==> config.mk <==
export PLATFORM = sky130hd
export DESIGN_NAME = asrb_record_builder
export DESIGN_NICKNAME = d
export VERILOG_FILES = /design/src/logic/asrb_record_builder.v
export VERILOG_INCLUDE_DIRS = /design/src /design/src/common
export SDC_FILE = /design/constraint.sdc
export NUM_CORES = 1
export LEC_CHECK = 0
export ABC_AREA = 1
export BUFFER_PORTS_ARGS = -buffer_cell sky130_fd_sc_hd__buf_2
export CAP_MARGIN = 20
export CORE_AREA = 2 2 269 271
export DETAILED_ROUTE_END_ITERATION = 16
export DIE_AREA = 0 0 271 273
export GPL_ROUTABILITY_DRIVEN = 0
export PLACE_DENSITY = 0.58
export SETUP_SLACK_MARGIN = 0.15
export SYNTH_ARGS = -nofsm -noshare
export SYNTH_HDL_FRONTEND = slang
export SYNTH_SLANG_ARGS = --single-unit
==> constraint.sdc <==
create_clock -name i_clk -period 3.55 [get_ports i_clk]
set_input_delay 0.355 -clock i_clk [delete_from_list [all_inputs] [get_ports i_clk]]
set_output_delay 0.355 -clock i_clk [all_outputs]
set_load 0.05 [all_outputs]
==> src/common/asrb_defines.vh <==
// asrb_defines.vh: constants for the sampling record builder.
// assumes inclusion by bare name from the design file.
`ifndef ASRB_DEFINES_VH
`define ASRB_DEFINES_VH

// counter population and trigger mask layout
`define ASRB_GP_NUM        8
`define ASRB_FIX_NUM       4
`define ASRB_FIX_MASK_POS  32
// group-select configuration fields
`define ASRB_CFG_MEM_BIT   0
`define ASRB_CFG_GPR_BIT   1
`define ASRB_CFG_VEC_BIT   2
`define ASRB_CFG_BR_BIT    3
`define ASRB_CFG_CNT_BIT   4
`define ASRB_CFG_BRD_LSB   24
`define ASRB_CFG_BRD_MSB   31
// format word fields
`define ASRB_FMT_CFG_MSB   47
`define ASRB_FMT_SIZE_LSB  48
// group word counts, 64-bit words
`define ASRB_BASIC_WORDS   10'h004
`define ASRB_MEM_WORDS     10'h004
`define ASRB_GPR_WORDS     10'h012
`define ASRB_VEC_WORDS     10'h020
`define ASRB_BR_WORDS_PER  10'h003
`define ASRB_CNT_WORDS     10'h00C
// general-register entries: legacy 2..9, extended 10..17
`define ASRB_GPR_LEG_FIRST 10'h002
`define ASRB_GPR_EXT_FIRST 10'h00A
// group codes
`define ASRB_G_BASIC       3'h0
`define ASRB_G_MEM         3'h1
`define ASRB_G_GPR         3'h2
`define ASRB_G_VEC         3'h3
`define ASRB_G_BR          3'h4
`define ASRB_G_CNT         3'h5
`define ASRB_G_DONE        3'h6

`endif

==> src/logic/asrb_record_builder.v <==
// asrb_record_builder.v: builds variable-length sampling records as a 64-bit word stream.
// assumes the record buffer takes words with valid/ready; register, vector, branch and
// counter group words come from core logic on the same clock, addressed by o_ext_group/index.
`timescale 1ns/1ps
`default_nettype none
`include "asrb_defines.vh"

module asrb_record_builder (
	// clock and reset
	input  wire        i_clk,
	input  wire        i_sys_rst,
	// counter configuration and overflow
	input  wire [7:0]  i_gp_overflow,
	input  wire [3:0]  i_fixed_overflow,
	input  wire [7:0]  i_gp_sampling_enable,
	input  wire [3:0]  i_fixed_sampling_enable,
	input  wire [7:0]  i_gp_event_select_rich,
	input  wire [3:0]  i_fixed_rich_record_enable,
	input  wire [47:0] i_group_select_config,
	// instruction and memory state
	input  wire [63:0] i_eventing_pointer,
	input  wire [63:0] i_timestamp_counter,
	input  wire [63:0] i_mem_address,
	input  wire        i_memory_retire_event,
	input  wire        i_store_sample,
	input  wire [63:0] i_mem_data_source,
	input  wire [63:0] i_mem_store_status,
	input  wire [63:0] i_mem_load_latency,
	input  wire [31:0] i_region_cycles,
	input  wire [31:0] i_region_abort_info,
	input  wire        i_long_mode,
	// external group words
	input  wire [63:0] i_ext_data,
	output wire [2:0]  o_ext_group,
	output wire [9:0]  o_ext_index,
	// record stream
	input  wire        i_wr_ready,
	output wire        o_wr_valid,
	output wire [63:0] o_wr_data,
	output wire        o_wr_last,
	output wire        o_busy
);

	localparam ST_IDLE = 1'b0;
	localparam ST_EMIT = 1'b1;

	reg        state_reg,  state_next;
	reg [63:0] pend_reg,   pend_next;
	reg        prich_reg,  prich_next;
	reg [63:0] mask_reg,   mask_next;
	reg [47:0] sel_reg,    sel_next;
	reg [63:0] ip_reg,     ip_next;
	reg [63:0] ts_reg,     ts_next;
	reg [63:0] addr_reg,   addr_next;
	reg [63:0] aux_reg,    aux_next;
	reg [63:0] lat_reg,    lat_next;
	reg [63:0] tx_reg,     tx_next;
	reg [15:0] size_reg,   size_next;
	reg [2:0]  grp_reg,    grp_next;
	reg [9:0]  idx_reg,    idx_next;
	reg        valid_reg,  valid_next;
	reg [63:0] data_reg,   data_next;
	reg        last_reg,   last_next;

	// words in a group under a given selection; zero when unselected
	function [9:0] grp_words;
		input [2:0]  g;
		input [47:0] sel;
		begin
			case (g)
				`ASRB_G_BASIC: grp_words = `ASRB_BASIC_WORDS;
				`ASRB_G_MEM:   grp_words = sel[`ASRB_CFG_MEM_BIT] ? `ASRB_MEM_WORDS : 10'h000;
				`ASRB_G_GPR:   grp_words = sel[`ASRB_CFG_GPR_BIT] ? `ASRB_GPR_WORDS : 10'h000;
				`ASRB_G_VEC:   grp_words = sel[`ASRB_CFG_VEC_BIT] ? `ASRB_VEC_WORDS : 10'h000;
				`ASRB_G_BR:    grp_words = sel[`ASRB_CFG_BR_BIT] ?
					((`ASRB_BR_WORDS_PER * {2'h0, sel[`ASRB_CFG_BRD_MSB:`ASRB_CFG_BRD_LSB]}) & 10'h3FF)
					: 10'h000;
				`ASRB_G_CNT:   grp_words = sel[`ASRB_CFG_CNT_BIT] ? `ASRB_CNT_WORDS : 10'h000;
				default:       grp_words = 10'h000;
			endcase
		end
	endfunction

	// next group after g holding at least one word; skipped groups take no space
	function [2:0] next_grp;
		input [2:0]  g;
		input [47:0] sel;
		reg   [2:0]  n;
		integer      k;
		begin
			n = `ASRB_G_DONE;
			for (k = 5; k >= 1; k = k - 1) begin
				if (k > g && grp_words(k[2:0], sel) != 10'h000) begin
					n = k[2:0];
				end
			end
			next_grp = n;
		end
	endfunction

	wire [63:0] trig_now;
	wire        rich_now;
	wire        rich_pend;
	wire [47:0] cfg_sel;
	wire [9:0]  total_words;

	assign trig_now = {{(32 - `ASRB_FIX_NUM){1'b0}}, i_fixed_overflow & i_fixed_sampling_enable,
		{(32 - `ASRB_GP_NUM){1'b0}}, i_gp_overflow & i_gp_sampling_enable};
	assign rich_now = |(i_gp_overflow & i_gp_sampling_enable & i_gp_event_select_rich)
		| |(i_fixed_overflow & i_fixed_sampling_enable & i_fixed_rich_record_enable);
	// basic-only records see an empty selection
	// queued rich triggers count too, not only this cycle's
	assign rich_pend = prich_reg | rich_now;
	assign cfg_sel = rich_pend ? i_group_select_config : 48'h0;
	assign total_words = grp_words(`ASRB_G_BASIC, cfg_sel) + grp_words(`ASRB_G_MEM, cfg_sel)
		+ grp_words(`ASRB_G_GPR, cfg_sel) + grp_words(`ASRB_G_VEC, cfg_sel)
		+ grp_words(`ASRB_G_BR, cfg_sel) + grp_words(`ASRB_G_CNT, cfg_sel);

	reg [63:0] word;
	reg        out_free;
	reg        at_end;

	always @* begin
		state_next = state_reg;
		pend_next  = pend_reg | trig_now;
		prich_next = prich_reg | rich_now;
		mask_next  = mask_reg;
		sel_next   = sel_reg;
		ip_next    = ip_reg;
		ts_next    = ts_reg;
		addr_next  = addr_reg;
		aux_next   = aux_reg;
		lat_next   = lat_reg;
		tx_next    = tx_reg;
		size_next  = size_reg;
		grp_next   = grp_reg;
		idx_next   = idx_reg;
		valid_next = valid_reg;
		data_next  = data_reg;
		last_next  = last_reg;
		out_free   = !valid_reg || i_wr_ready;
		at_end     = (idx_reg + 10'h001) == grp_words(grp_reg, sel_reg);
		word       = 64'h0;
		if (valid_reg && i_wr_ready) begin
			valid_next = 1'b0;
			last_next  = 1'b0;
		end
		case (state_reg)
			ST_IDLE: begin
				// overflows that land while a record is built wait here, not lost
				if (pend_next != 64'h0 && out_free) begin
					state_next = ST_EMIT;
					mask_next  = pend_next;
					sel_next   = cfg_sel;
					size_next  = {3'h0, total_words, 3'h0};
					ip_next    = i_eventing_pointer;
					ts_next    = i_timestamp_counter;
					addr_next  = i_mem_address;
					aux_next   = i_memory_retire_event ? i_mem_data_source :
						(i_store_sample ? i_mem_store_status : 64'h0);
					lat_next   = i_memory_retire_event ? i_mem_load_latency : 64'h0;
					tx_next    = {i_region_abort_info, i_region_cycles};
					grp_next   = `ASRB_G_BASIC;
					idx_next   = 10'h000;
					// capture-cycle overflows already sit in this mask; keeping them would repeat the record
					pend_next  = 64'h0;
					prich_next = 1'b0;
				end
			end
			ST_EMIT: begin
				if (out_free) begin
					case (grp_reg)
						`ASRB_G_BASIC: begin
							case (idx_reg[1:0])
								2'h0:    word = {size_reg, sel_reg};
								2'h1:    word = ip_reg;
								2'h2:    word = mask_reg;
								default: word = ts_reg;
							endcase
						end
						`ASRB_G_MEM: begin
							case (idx_reg[1:0])
								2'h0:    word = addr_reg;
								2'h1:    word = aux_reg;
								2'h2:    word = lat_reg;
								default: word = tx_reg;
							endcase
						end
						`ASRB_G_GPR: begin
							// flags and pointer entries pass whole in any mode
							if (i_long_mode || idx_reg < `ASRB_GPR_LEG_FIRST) begin
								word = i_ext_data;
							end else if (idx_reg < `ASRB_GPR_EXT_FIRST) begin
								word = {32'h0, i_ext_data[31:0]};
							end else begin
								word = 64'h0;
							end
						end
						default: word = i_ext_data;
					endcase
					valid_next = 1'b1;
					data_next  = word;
					last_next  = 1'b0;
					if (at_end) begin
						grp_next = next_grp(grp_reg, sel_reg);
						idx_next = 10'h000;
						if (next_grp(grp_reg, sel_reg) == `ASRB_G_DONE) begin
							last_next  = 1'b1;
							state_next = ST_IDLE;
						end
					end else begin
						idx_next = idx_reg + 10'h001;
					end
				end
			end
			default: state_next = ST_IDLE;
		endcase
	end

	always @(posedge i_clk) begin
		if (i_sys_rst) begin
			state_reg <= ST_IDLE;
			pend_reg  <= 64'h0;
			prich_reg <= 1'b0;
			mask_reg  <= 64'h0;
			sel_reg   <= 48'h0;
			ip_reg    <= 64'h0;
			ts_reg    <= 64'h0;
			addr_reg  <= 64'h0;
			aux_reg   <= 64'h0;
			lat_reg   <= 64'h0;
			tx_reg    <= 64'h0;
			size_reg  <= 16'h0;
			grp_reg   <= `ASRB_G_BASIC;
			idx_reg   <= 10'h000;
			valid_reg <= 1'b0;
			data_reg  <= 64'h0;
			last_reg  <= 1'b0;
		end else begin
			state_reg <= state_next;
			pend_reg  <= pend_next;
			prich_reg <= prich_next;
			mask_reg  <= mask_next;
			sel_reg   <= sel_next;
			ip_reg    <= ip_next;
			ts_reg    <= ts_next;
			addr_reg  <= addr_next;
			aux_reg   <= aux_next;
			lat_reg   <= lat_next;
			tx_reg    <= tx_next;
			size_reg  <= size_next;
			grp_reg   <= grp_next;
			idx_reg   <= idx_next;
			valid_reg <= valid_next;
			data_reg  <= data_next;
			last_reg  <= last_next;
		end
	end

	assign o_ext_group = grp_reg;
	assign o_ext_index = idx_reg;
	assign o_wr_valid  = valid_reg;
	assign o_wr_data   = data_reg;
	assign o_wr_last   = last_reg;
	assign o_busy      = state_reg;

endmodule

`default_nettype wire

==> impl_metrics.py, run 1 <==
metrics = {
    "run_status": {
        "run_status": "complete, no violations",
    },
    "sta": {
        "final_period_minus_worst_setup_slack_ns": 3.26,
        "worst_slack_ns": 0.294,
        "hold_slack_ns": 0.0376,
        "rsz0062_at_grt": "true",
        "setup_tns_ns": 0,
        "finalSetupViolCount": 0,
        "slew_worst_pin_ns": 1.06,
        "final-hold-violation-count": 0,
        "final_max_slew_viol_count": 0,
        "min_period_over_period": 0.917,
        "worst_max_slew_margin_expressed_relative_to_the_limit": 0.293,
        "clock-skew-final_ns": 0.0214,
        "fmax_mhz": 307,
    },
    "pwr": {
        "finalPower_mw": 16.8,
        "switching_share": 0.300,
        "vdd_ir_drop_max_mv": 0.361,
        "net_switching_component_of_the_power_mw": 5.03,
        "power.share.combinational": 0.209,
        "power.density_cell_area_nw_per_um2": 486,
        "seq_power_share": 0.408,
        "internal_power_mw": 11.7,
        "cellLeakagePower_nw": 14.4,
        "power.clock.fraction": 0.383,
    },
    "setup_path": {
        "worstSetupPathType": "flop to flop",
        "critPathRequiredTime_ns": 4.11,
        "worstSetupStartpointType": "flop",
        "worst_path_max_stage_delay_ns": 0.30,
        "critical_path.most_common_cell": "sky130_fd_sc_hd__inv_1",
        "timing.reg2reg.worst_path_depth": 28,
        "reg2reg_slack_ns": 0.29,
        "reg2reg_from": "prich_reg",
        "critPathArrivalTime_ns": 3.82,
        "cp_slowest_cell": "sky130_fd_sc_hd__dfxtp_1",
        "cp-end-kind": "flop",
        "regToRegEndpoint": "size_reg[11]",
        "worstPathMaxFanout": 4,
    },
    "routing": {
        "detail_route.drc_violations": 0,
        "routed_wl_mm": 105,
        "antenna_left": 0,
        "detail_route.wl_per_cell_um": 21.1,
        "vias_per_cell": 5.26,
        "route.vias.total": 26100,
        "drt_pass1_iterations": 5,
        "detail_route.iter0.violations": 2349,
    },
    "clock_network": {
        "clock_transition_at_the_register_clock_pins_on_the_worst_setup_and_hold_paths_after_cts_ns": 0.06,
        "max-clock-path-buffers": 3,
        "clock_insertion_delay_worst_skew_ns": 0.63,
        "ctsHtreeMaxLevel": 2,
        "cts-root-buf": "sky130_fd_sc_hd__clkbuf_16",
        "cts.sinks": 547,
        "clock_tree_from_tritoncts": "built",
        "cts_inserted_buffers": 60,
    },
    "min_path": {
        "timing.hold.worst.start": "i_timestamp_counter[30]",
        "hold_path_depth": 3,
        "worst_hold_path.endpoint": "ts_reg[30]",
        "hold_path_class": "input pin to flop",
    },
    "grt": {
        "first_pass_grt_wire_length_mm": 154,
        "vias_in_the_first_global_route": 25100,
        "maximum_number_of_pins_on_one_net_before_global_route_repair": 134,
        "grt_overflow": 0,
        "grt_usage": 0.270,
        "antenna_violations_before_repair": 7,
    },
    "synth": {
        "netlist_instances": 2957,
        "post_synth_instance_area_sq_um": 23600,
        "syn_area_per_cell_sq_um": 7.97,
        "yosysWarnings": 0,
        "synth_seq_cells": 547,
        "synth_edf_count": 0,
        "synth.lib_cells_used.distinct": 40,
        "synth_sequential_area_ratio": 0.465,
        "synth.net_count": 3595,
        "ys_dominant_reg_cell": "sky130_fd_sc_hd__dfxtp_1",
        "async_reset_ff_frac": 0,
    },
    "floorplanning": {
        "die_height_um": 273,
        "design.die.area_sq_um": 74000,
        "ioPinCount": 682,
        "die_w_um": 271,
        "floorplan.initialDensity": 0.332,
        "placementRows": 98,
        "core_area_sq_um": 71000,
    },
    "place": {
        "pre_cts_slack_ns": -0.257,
        "placed_cells": 4464,
        "detailed_place.area_sq_um": 28400,
        "dpl.hpwl_mm": 72.5,
        "placement.io_buffers": 681,
    },
    "layout": {
        "final_cells": 4968,
        "final_design_area_no_fill_sq_um": 34500,
        "nNetsFinal": 4608,
        "final_core_util": 0.486,
        "area_delta_synth_final_pct": 46.4,
        "n_fill_cell": 6832,
        "drive_above_1_share": 0.235,
    },
    "run": {
        "max_cap_viol_count": 0,
    },
}
-- cell type report --
| cell class | count | area, sq um | share of cell area |
|---|---|---|---|
| Inverter | 284 | 1080 | 0.0312 |
| Timing Repair Buffer | 1181 | 8420 | 0.244 |
| Multi-Input combinational cell | 1896 | 10800 | 0.314 |
| Clock buffer | 88 | 1760 | 0.0509 |
| Sequential cell | 547 | 11000 | 0.317 |
| Clock inverter | 19 | 253 | 0.00733 |
| Tap cell | 950 | 1190 | 0.0345 |
| Antenna cell | 3 | 7.51 | 0.000218 |
-- how the worst max path moves through the flow --
stage / from / end / slack [ns]
detailed placement: i_fixed_overflow[1] / size_reg[12] / -0.26
global route: prich_reg / size_reg[11] / 0.08
floorplan: i_gp_overflow[0] / size_reg[11] / 0.17
CTS: prich_reg / size_reg[12] / 0.15
finish: prich_reg / size_reg[11] / 0.29
global placement: i_fixed_sampling_enable[0] / size_reg[12] / -0.24
-- power groups by stage --
stage               Clock (mW)  Combinational, mW  Sequential, mW
floorplan                    0               1.43            7.20
global placement             0               3.02            6.96
detailed placement           0               3.03            6.96
CTS                       6.53               3.40            6.83
global route              6.79               3.77            6.88
finish                    6.43               3.50            6.84
-- layout by cell type (no fill, tap or decap), types with 10 or more instances in the layout --
master / n
sky130_fd_sc_hd__buf_2: 680
sky130_fd_sc_hd__nand2_1: 574
sky130_fd_sc_hd__dfxtp_1: 547
sky130_fd_sc_hd__dlygate4sd3_1: 391
sky130_fd_sc_hd__o21ai_0: 365
sky130_fd_sc_hd__inv_1: 275
sky130_fd_sc_hd__a21oi_1: 165
sky130_fd_sc_hd__o211ai_1: 142
sky130_fd_sc_hd__nand3_1: 98
sky130_fd_sc_hd__buf_4: 87
sky130_fd_sc_hd__a22o_1: 77
sky130_fd_sc_hd__a32o_1: 71
sky130_fd_sc_hd__a41oi_1: 64
sky130_fd_sc_hd__a22oi_1: 64
sky130_fd_sc_hd__clkbuf_16: 60
sky130_fd_sc_hd__nor2_1: 58
sky130_fd_sc_hd__o22ai_1: 55
sky130_fd_sc_hd__o21ai_1: 42
sky130_fd_sc_hd__buf_12: 22
sky130_fd_sc_hd__ha_1: 21
sky130_fd_sc_hd__nand4_1: 20
sky130_fd_sc_hd__clkbuf_8: 15
sky130_fd_sc_hd__clkbuf_1: 13
sky130_fd_sc_hd__ha_4: 10
-- worst max-delay path, delay by kind of cell (launching register included) --
kind,cells,cell delay (ns)
compound gates,6,0.75
flops,1,0.30
buf+inv,7,0.45
fa+ha+maj,4,0.83
simple gates,11,0.88
-- layer usage --
metal | wire length [um] | GRT usage
met5 | 41 | 0
met4 | 3740 | 0.0994
met3 | 7220 | 0.0353
met2 | 48200 | 0.438
met1 | 45600 | 0.366
-- synthesized netlist by cell type (4+ instances only) --
cell / count / area [sq um]
sky130_fd_sc_hd__ha_1: 33 / 413
sky130_fd_sc_hd__nand3_1: 103 / 515
sky130_fd_sc_hd__buf_1: 12 / 45.0
sky130_fd_sc_hd__a41oi_1: 64 / 561
sky130_fd_sc_hd__nand3b_1: 4 / 30.0
sky130_fd_sc_hd__a32o_1: 71 / 711
sky130_fd_sc_hd__o22ai_1: 55 / 344
sky130_fd_sc_hd__dfxtp_1: 547 / 11000
sky130_fd_sc_hd__nor2_1: 64 / 240
sky130_fd_sc_hd__xor2_1: 8 / 70.1
sky130_fd_sc_hd__a22o_1: 77 / 674
sky130_fd_sc_hd__nor2_2: 4 / 25.0
sky130_fd_sc_hd__a22oi_1: 64 / 480
sky130_fd_sc_hd__inv_1: 279 / 1050
sky130_fd_sc_hd__buf_2: 68 / 340
sky130_fd_sc_hd__nand4_1: 20 / 125
sky130_fd_sc_hd__o21ai_0: 368 / 1840
sky130_fd_sc_hd__inv_2: 5 / 18.8
sky130_fd_sc_hd__o21ai_1: 41 / 205
sky130_fd_sc_hd__nand2_1: 580 / 2180
sky130_fd_sc_hd__a21oi_1: 170 / 851
sky130_fd_sc_hd__o211ai_1: 142 / 1070
sky130_fd_sc_hd__clkbuf_1: 149 / 559
-- kinds of logic after synthesis --
logic type	Yosys count	synth area share
AO/OA/AOI/OAI	1060	0.288
XOR/XNOR	10	0.00372
AND/OR/NAND/NOR	790	0.137
flip-flops	547	0.465
buffers and inverters	514	0.0858
adder cells (fa/ha/maj)	36	0.0201
-- what timing repair did --
item / in CTS / in global routing
buffers inserted: 2 / 1
pin swaps: 2 / 12
endpoints found under the setup margin: 2 / 5
hold buffers: 391 / 0
endpoints found under the hold margin: 390 / 0
gates resized for setup: 4 / 30
Note: power is estimated with default switching activity, not from simulation.
==> run 2, diff against run 1 <==
--- a/config.mk
+++ b/config.mk
@@ -13,7 +13,7 @@
 export DETAILED_ROUTE_END_ITERATION = 16
 export DIE_AREA = 0 0 271 273
 export GPL_ROUTABILITY_DRIVEN = 0
-export PLACE_DENSITY = 0.58
+export PLACE_DENSITY = 0.56
 export SETUP_SLACK_MARGIN = 0.15
 export SYNTH_ARGS = -nofsm -noshare
 export SYNTH_HDL_FRONTEND = slang
==> constraint.sdc (replaced) <==
create_clock -name i_clk -period 3.3 [get_ports i_clk]
set_input_delay 0.33 -clock i_clk [delete_from_list [all_inputs] [get_ports i_clk]]
set_output_delay 0.33 -clock i_clk [all_outputs]
set_load 0.05 [all_outputs]
==> impl_metrics.py, run 2 (synthesis gave the netlist of run 1 again) <==
metrics = {
    "routing": {
        "detail_route.wl_per_cell_um": 21.2,
        "detail_route.iter0.violations": 2179,
        "drt_pass1_iterations": 6,
        "antenna_left": 0,
        "routed_wl_mm": 108,
        "detail_route.drc_violations": 0,
        "route.vias.total": 26500,
        "vias_per_cell": 5.23,
    },
    "pwr": {
        "internal_power_mw": 12.9,
        "power.share.combinational": 0.214,
        "net_switching_component_of_the_power_mw": 5.51,
        "switching_share": 0.299,
        "power.clock.fraction": 0.387,
        "cellLeakagePower_nw": 14.8,
        "power.density_cell_area_nw_per_um2": 518,
        "vdd_ir_drop_max_mv": 0.403,
        "seq_power_share": 0.399,
    },
    "place": {
        "placement.io_buffers": 681,
        "pre_cts_slack_ns": -0.290,
        "dpl.hpwl_mm": 74.1,
    },
    "sta": {
        "rsz0062_at_grt": "true",
        "clock-skew-final_ns": 0.0179,
        "final_period_minus_worst_setup_slack_ns": 3.19,
        "slew_worst_pin_ns": 1.03,
        "final_max_slew_viol_count": 0,
        "final-hold-violation-count": 0,
        "fmax_mhz": 313,
        "worst_max_slew_margin_expressed_relative_to_the_limit": 0.314,
        "min_period_over_period": 0.968,
        "setup_tns_ns": 0,
        "finalSetupViolCount": 0,
        "worst_slack_ns": 0.107,
    },
    "min_path": {
        "hold_path_depth": 3,
        "hold_path_class": "input pin to flop",
    },
    "clock_network": {
        "ctsHtreeMaxLevel": 2,
        "clock_tree_from_tritoncts": "built",
        "cts_inserted_buffers": 61,
        "clock_transition_at_the_register_clock_pins_on_the_worst_setup_and_hold_paths_after_cts_ns": 0.06,
        "clock_insertion_delay_worst_skew_ns": 0.64,
        "cts.sinks": 547,
        "max-clock-path-buffers": 3,
        "cts-root-buf": "sky130_fd_sc_hd__clkbuf_16",
    },
    "setup_path": {
        "critPathRequiredTime_ns": 3.82,
        "worst_path_max_stage_delay_ns": 0.30,
        "cp_slowest_cell": "sky130_fd_sc_hd__dfxtp_1",
        "timing.reg2reg.worst_path_depth": 26,
        "worstSetupPathType": "flop to flop",
        "cp-end-kind": "flop",
        "worstSetupStartpointType": "flop",
        "critical_path.most_common_cell": "sky130_fd_sc_hd__nand2_1",
        "worstPathMaxFanout": 5,
        "critPathArrivalTime_ns": 3.72,
    },
    "floorplanning": {
        "die_w_um": 271,
        "floorplan.initialDensity": 0.332,
        "ioPinCount": 682,
        "design.die.area_sq_um": 74000,
        "core_area_sq_um": 71000,
        "placementRows": 98,
        "die_height_um": 273,
    },
    "layout": {
        "layout_commonest_cell": "sky130_fd_sc_hd__buf_2",
        "nNetsFinal": 4702,
        "area_delta_synth_final_pct": 51.0,
        "layout_common_cells": "680 x sky130_fd_sc_hd__buf_2, 576 x sky130_fd_sc_hd__nand2_1, 547 x sky130_fd_sc_hd__dfxtp_1",
        "n_fill_cell": 6733,
        "drive_above_1_share": 0.236,
    },
    "run_status": {
        "run_status": "complete, no violations",
    },
    "grt": {
        "grt_overflow": 0,
        "grt_usage": 0.278,
        "antenna_violations_before_repair": 7,
        "vias_in_the_first_global_route": 26000,
        "maximum_number_of_pins_on_one_net_before_global_route_repair": 130,
        "first_pass_grt_wire_length_mm": 158,
    },
    "run": {
        "max_cap_viol_count": 0,
    },
}
## run 2: cell types whose count changed in the layout (fill, tap and decap cells not counted), sizes merged
cell	before	now
buf	790	804
dlygate4sd3	391	470
inv	284	286
clkbuf	88	93
clkinv	13	11
diode	3	12
## run 2: worst paths after layout
kind                             from            to  slack (ns)
max                         prich_reg  size_reg[12]        0.11
min          i_group_select_config[8]    sel_reg[8]        0.03
max reg2reg                 prich_reg  size_reg[12]        0.11
min reg2reg                tx_reg[62]    tx_reg[62]        0.45
## run 2: area by class of cell
type	count	area [sq um]	area share
antenna	12	30.0	0.000844
clock buffer	93	1840	0.0516
clock inverter	19	256	0.00721
inverter	284	1080	0.0303
multi-input combinational	1896	10900	0.306
sequential	547	11000	0.308
tap	950	1190	0.0334
timing repair buffer	1274	9360	0.263
## run 2: power by group through the flow
| stage | Clock, mW | Combinational [mW] | Sequential [mW] |
|---|---|---|---|
| 3_3_place_gp | 0 | 3.32 | 7.48 |
| 5_1_grt | 7.51 | 4.23 | 7.40 |
| 6_report | 7.13 | 3.94 | 7.35 |
| 3_5_place_dp | 0 | 3.33 | 7.48 |
| 2_1_floorplan | 0 | 1.55 | 7.74 |
| 4_1_cts | 7.24 | 3.84 | 7.34 |
## run 2: worst max-delay path, delay by kind of cell (launching register included)
family                   cells  cell delay, ns
AO/OA/AOI/OAI                2            0.30
adder cells (fa/ha/maj)      5            1.05
buffers and inverters        4            0.33
flip-flops                   1            0.30
AND/OR/NAND/NOR             15            1.12
## run 2: stage by stage
step                      cell area, sq um  hold slack, ns  utilization  std cells  power, mW
after floorplan                      23700           0.426            -       2957       9.29
after global placement               28500           0.437        0.402       4473       10.8
after detailed placement             28500           0.439        0.402       4473       10.8
after CTS                            35400       0.0000107        0.499       5059       18.4
after global routing                 35600          0.0120        0.501       5069       19.1
final                                35600          0.0270        0.501       5075       18.4
## run 2: timing repair
| action | 4_1_cts | 5_1_grt |
|---|---|---|
| gates resized for setup | 18 | 20 |
| pin swaps | 15 | 10 |
| endpoints found under the setup margin | 5 | 6 |
| hold endpoints to repair | 448 | 0 |
| buffers inserted | 4 | 4 |
| hold buffers | 470 | 0 |
## run 2: routing by layer
| metal | global-route usage | vias up | part of all wire |
|---|---|---|---|
| met1 | 0.371 | 12600 | 0.43 |
| li1 | - | 12600 | - |
| met3 | 0.0472 | 228 | 0.070 |
| met2 | 0.449 | 1129 | 0.46 |
| met4 | 0.107 | 2 | 0.038 |
| met5 | 0 | - | 0.00012 |
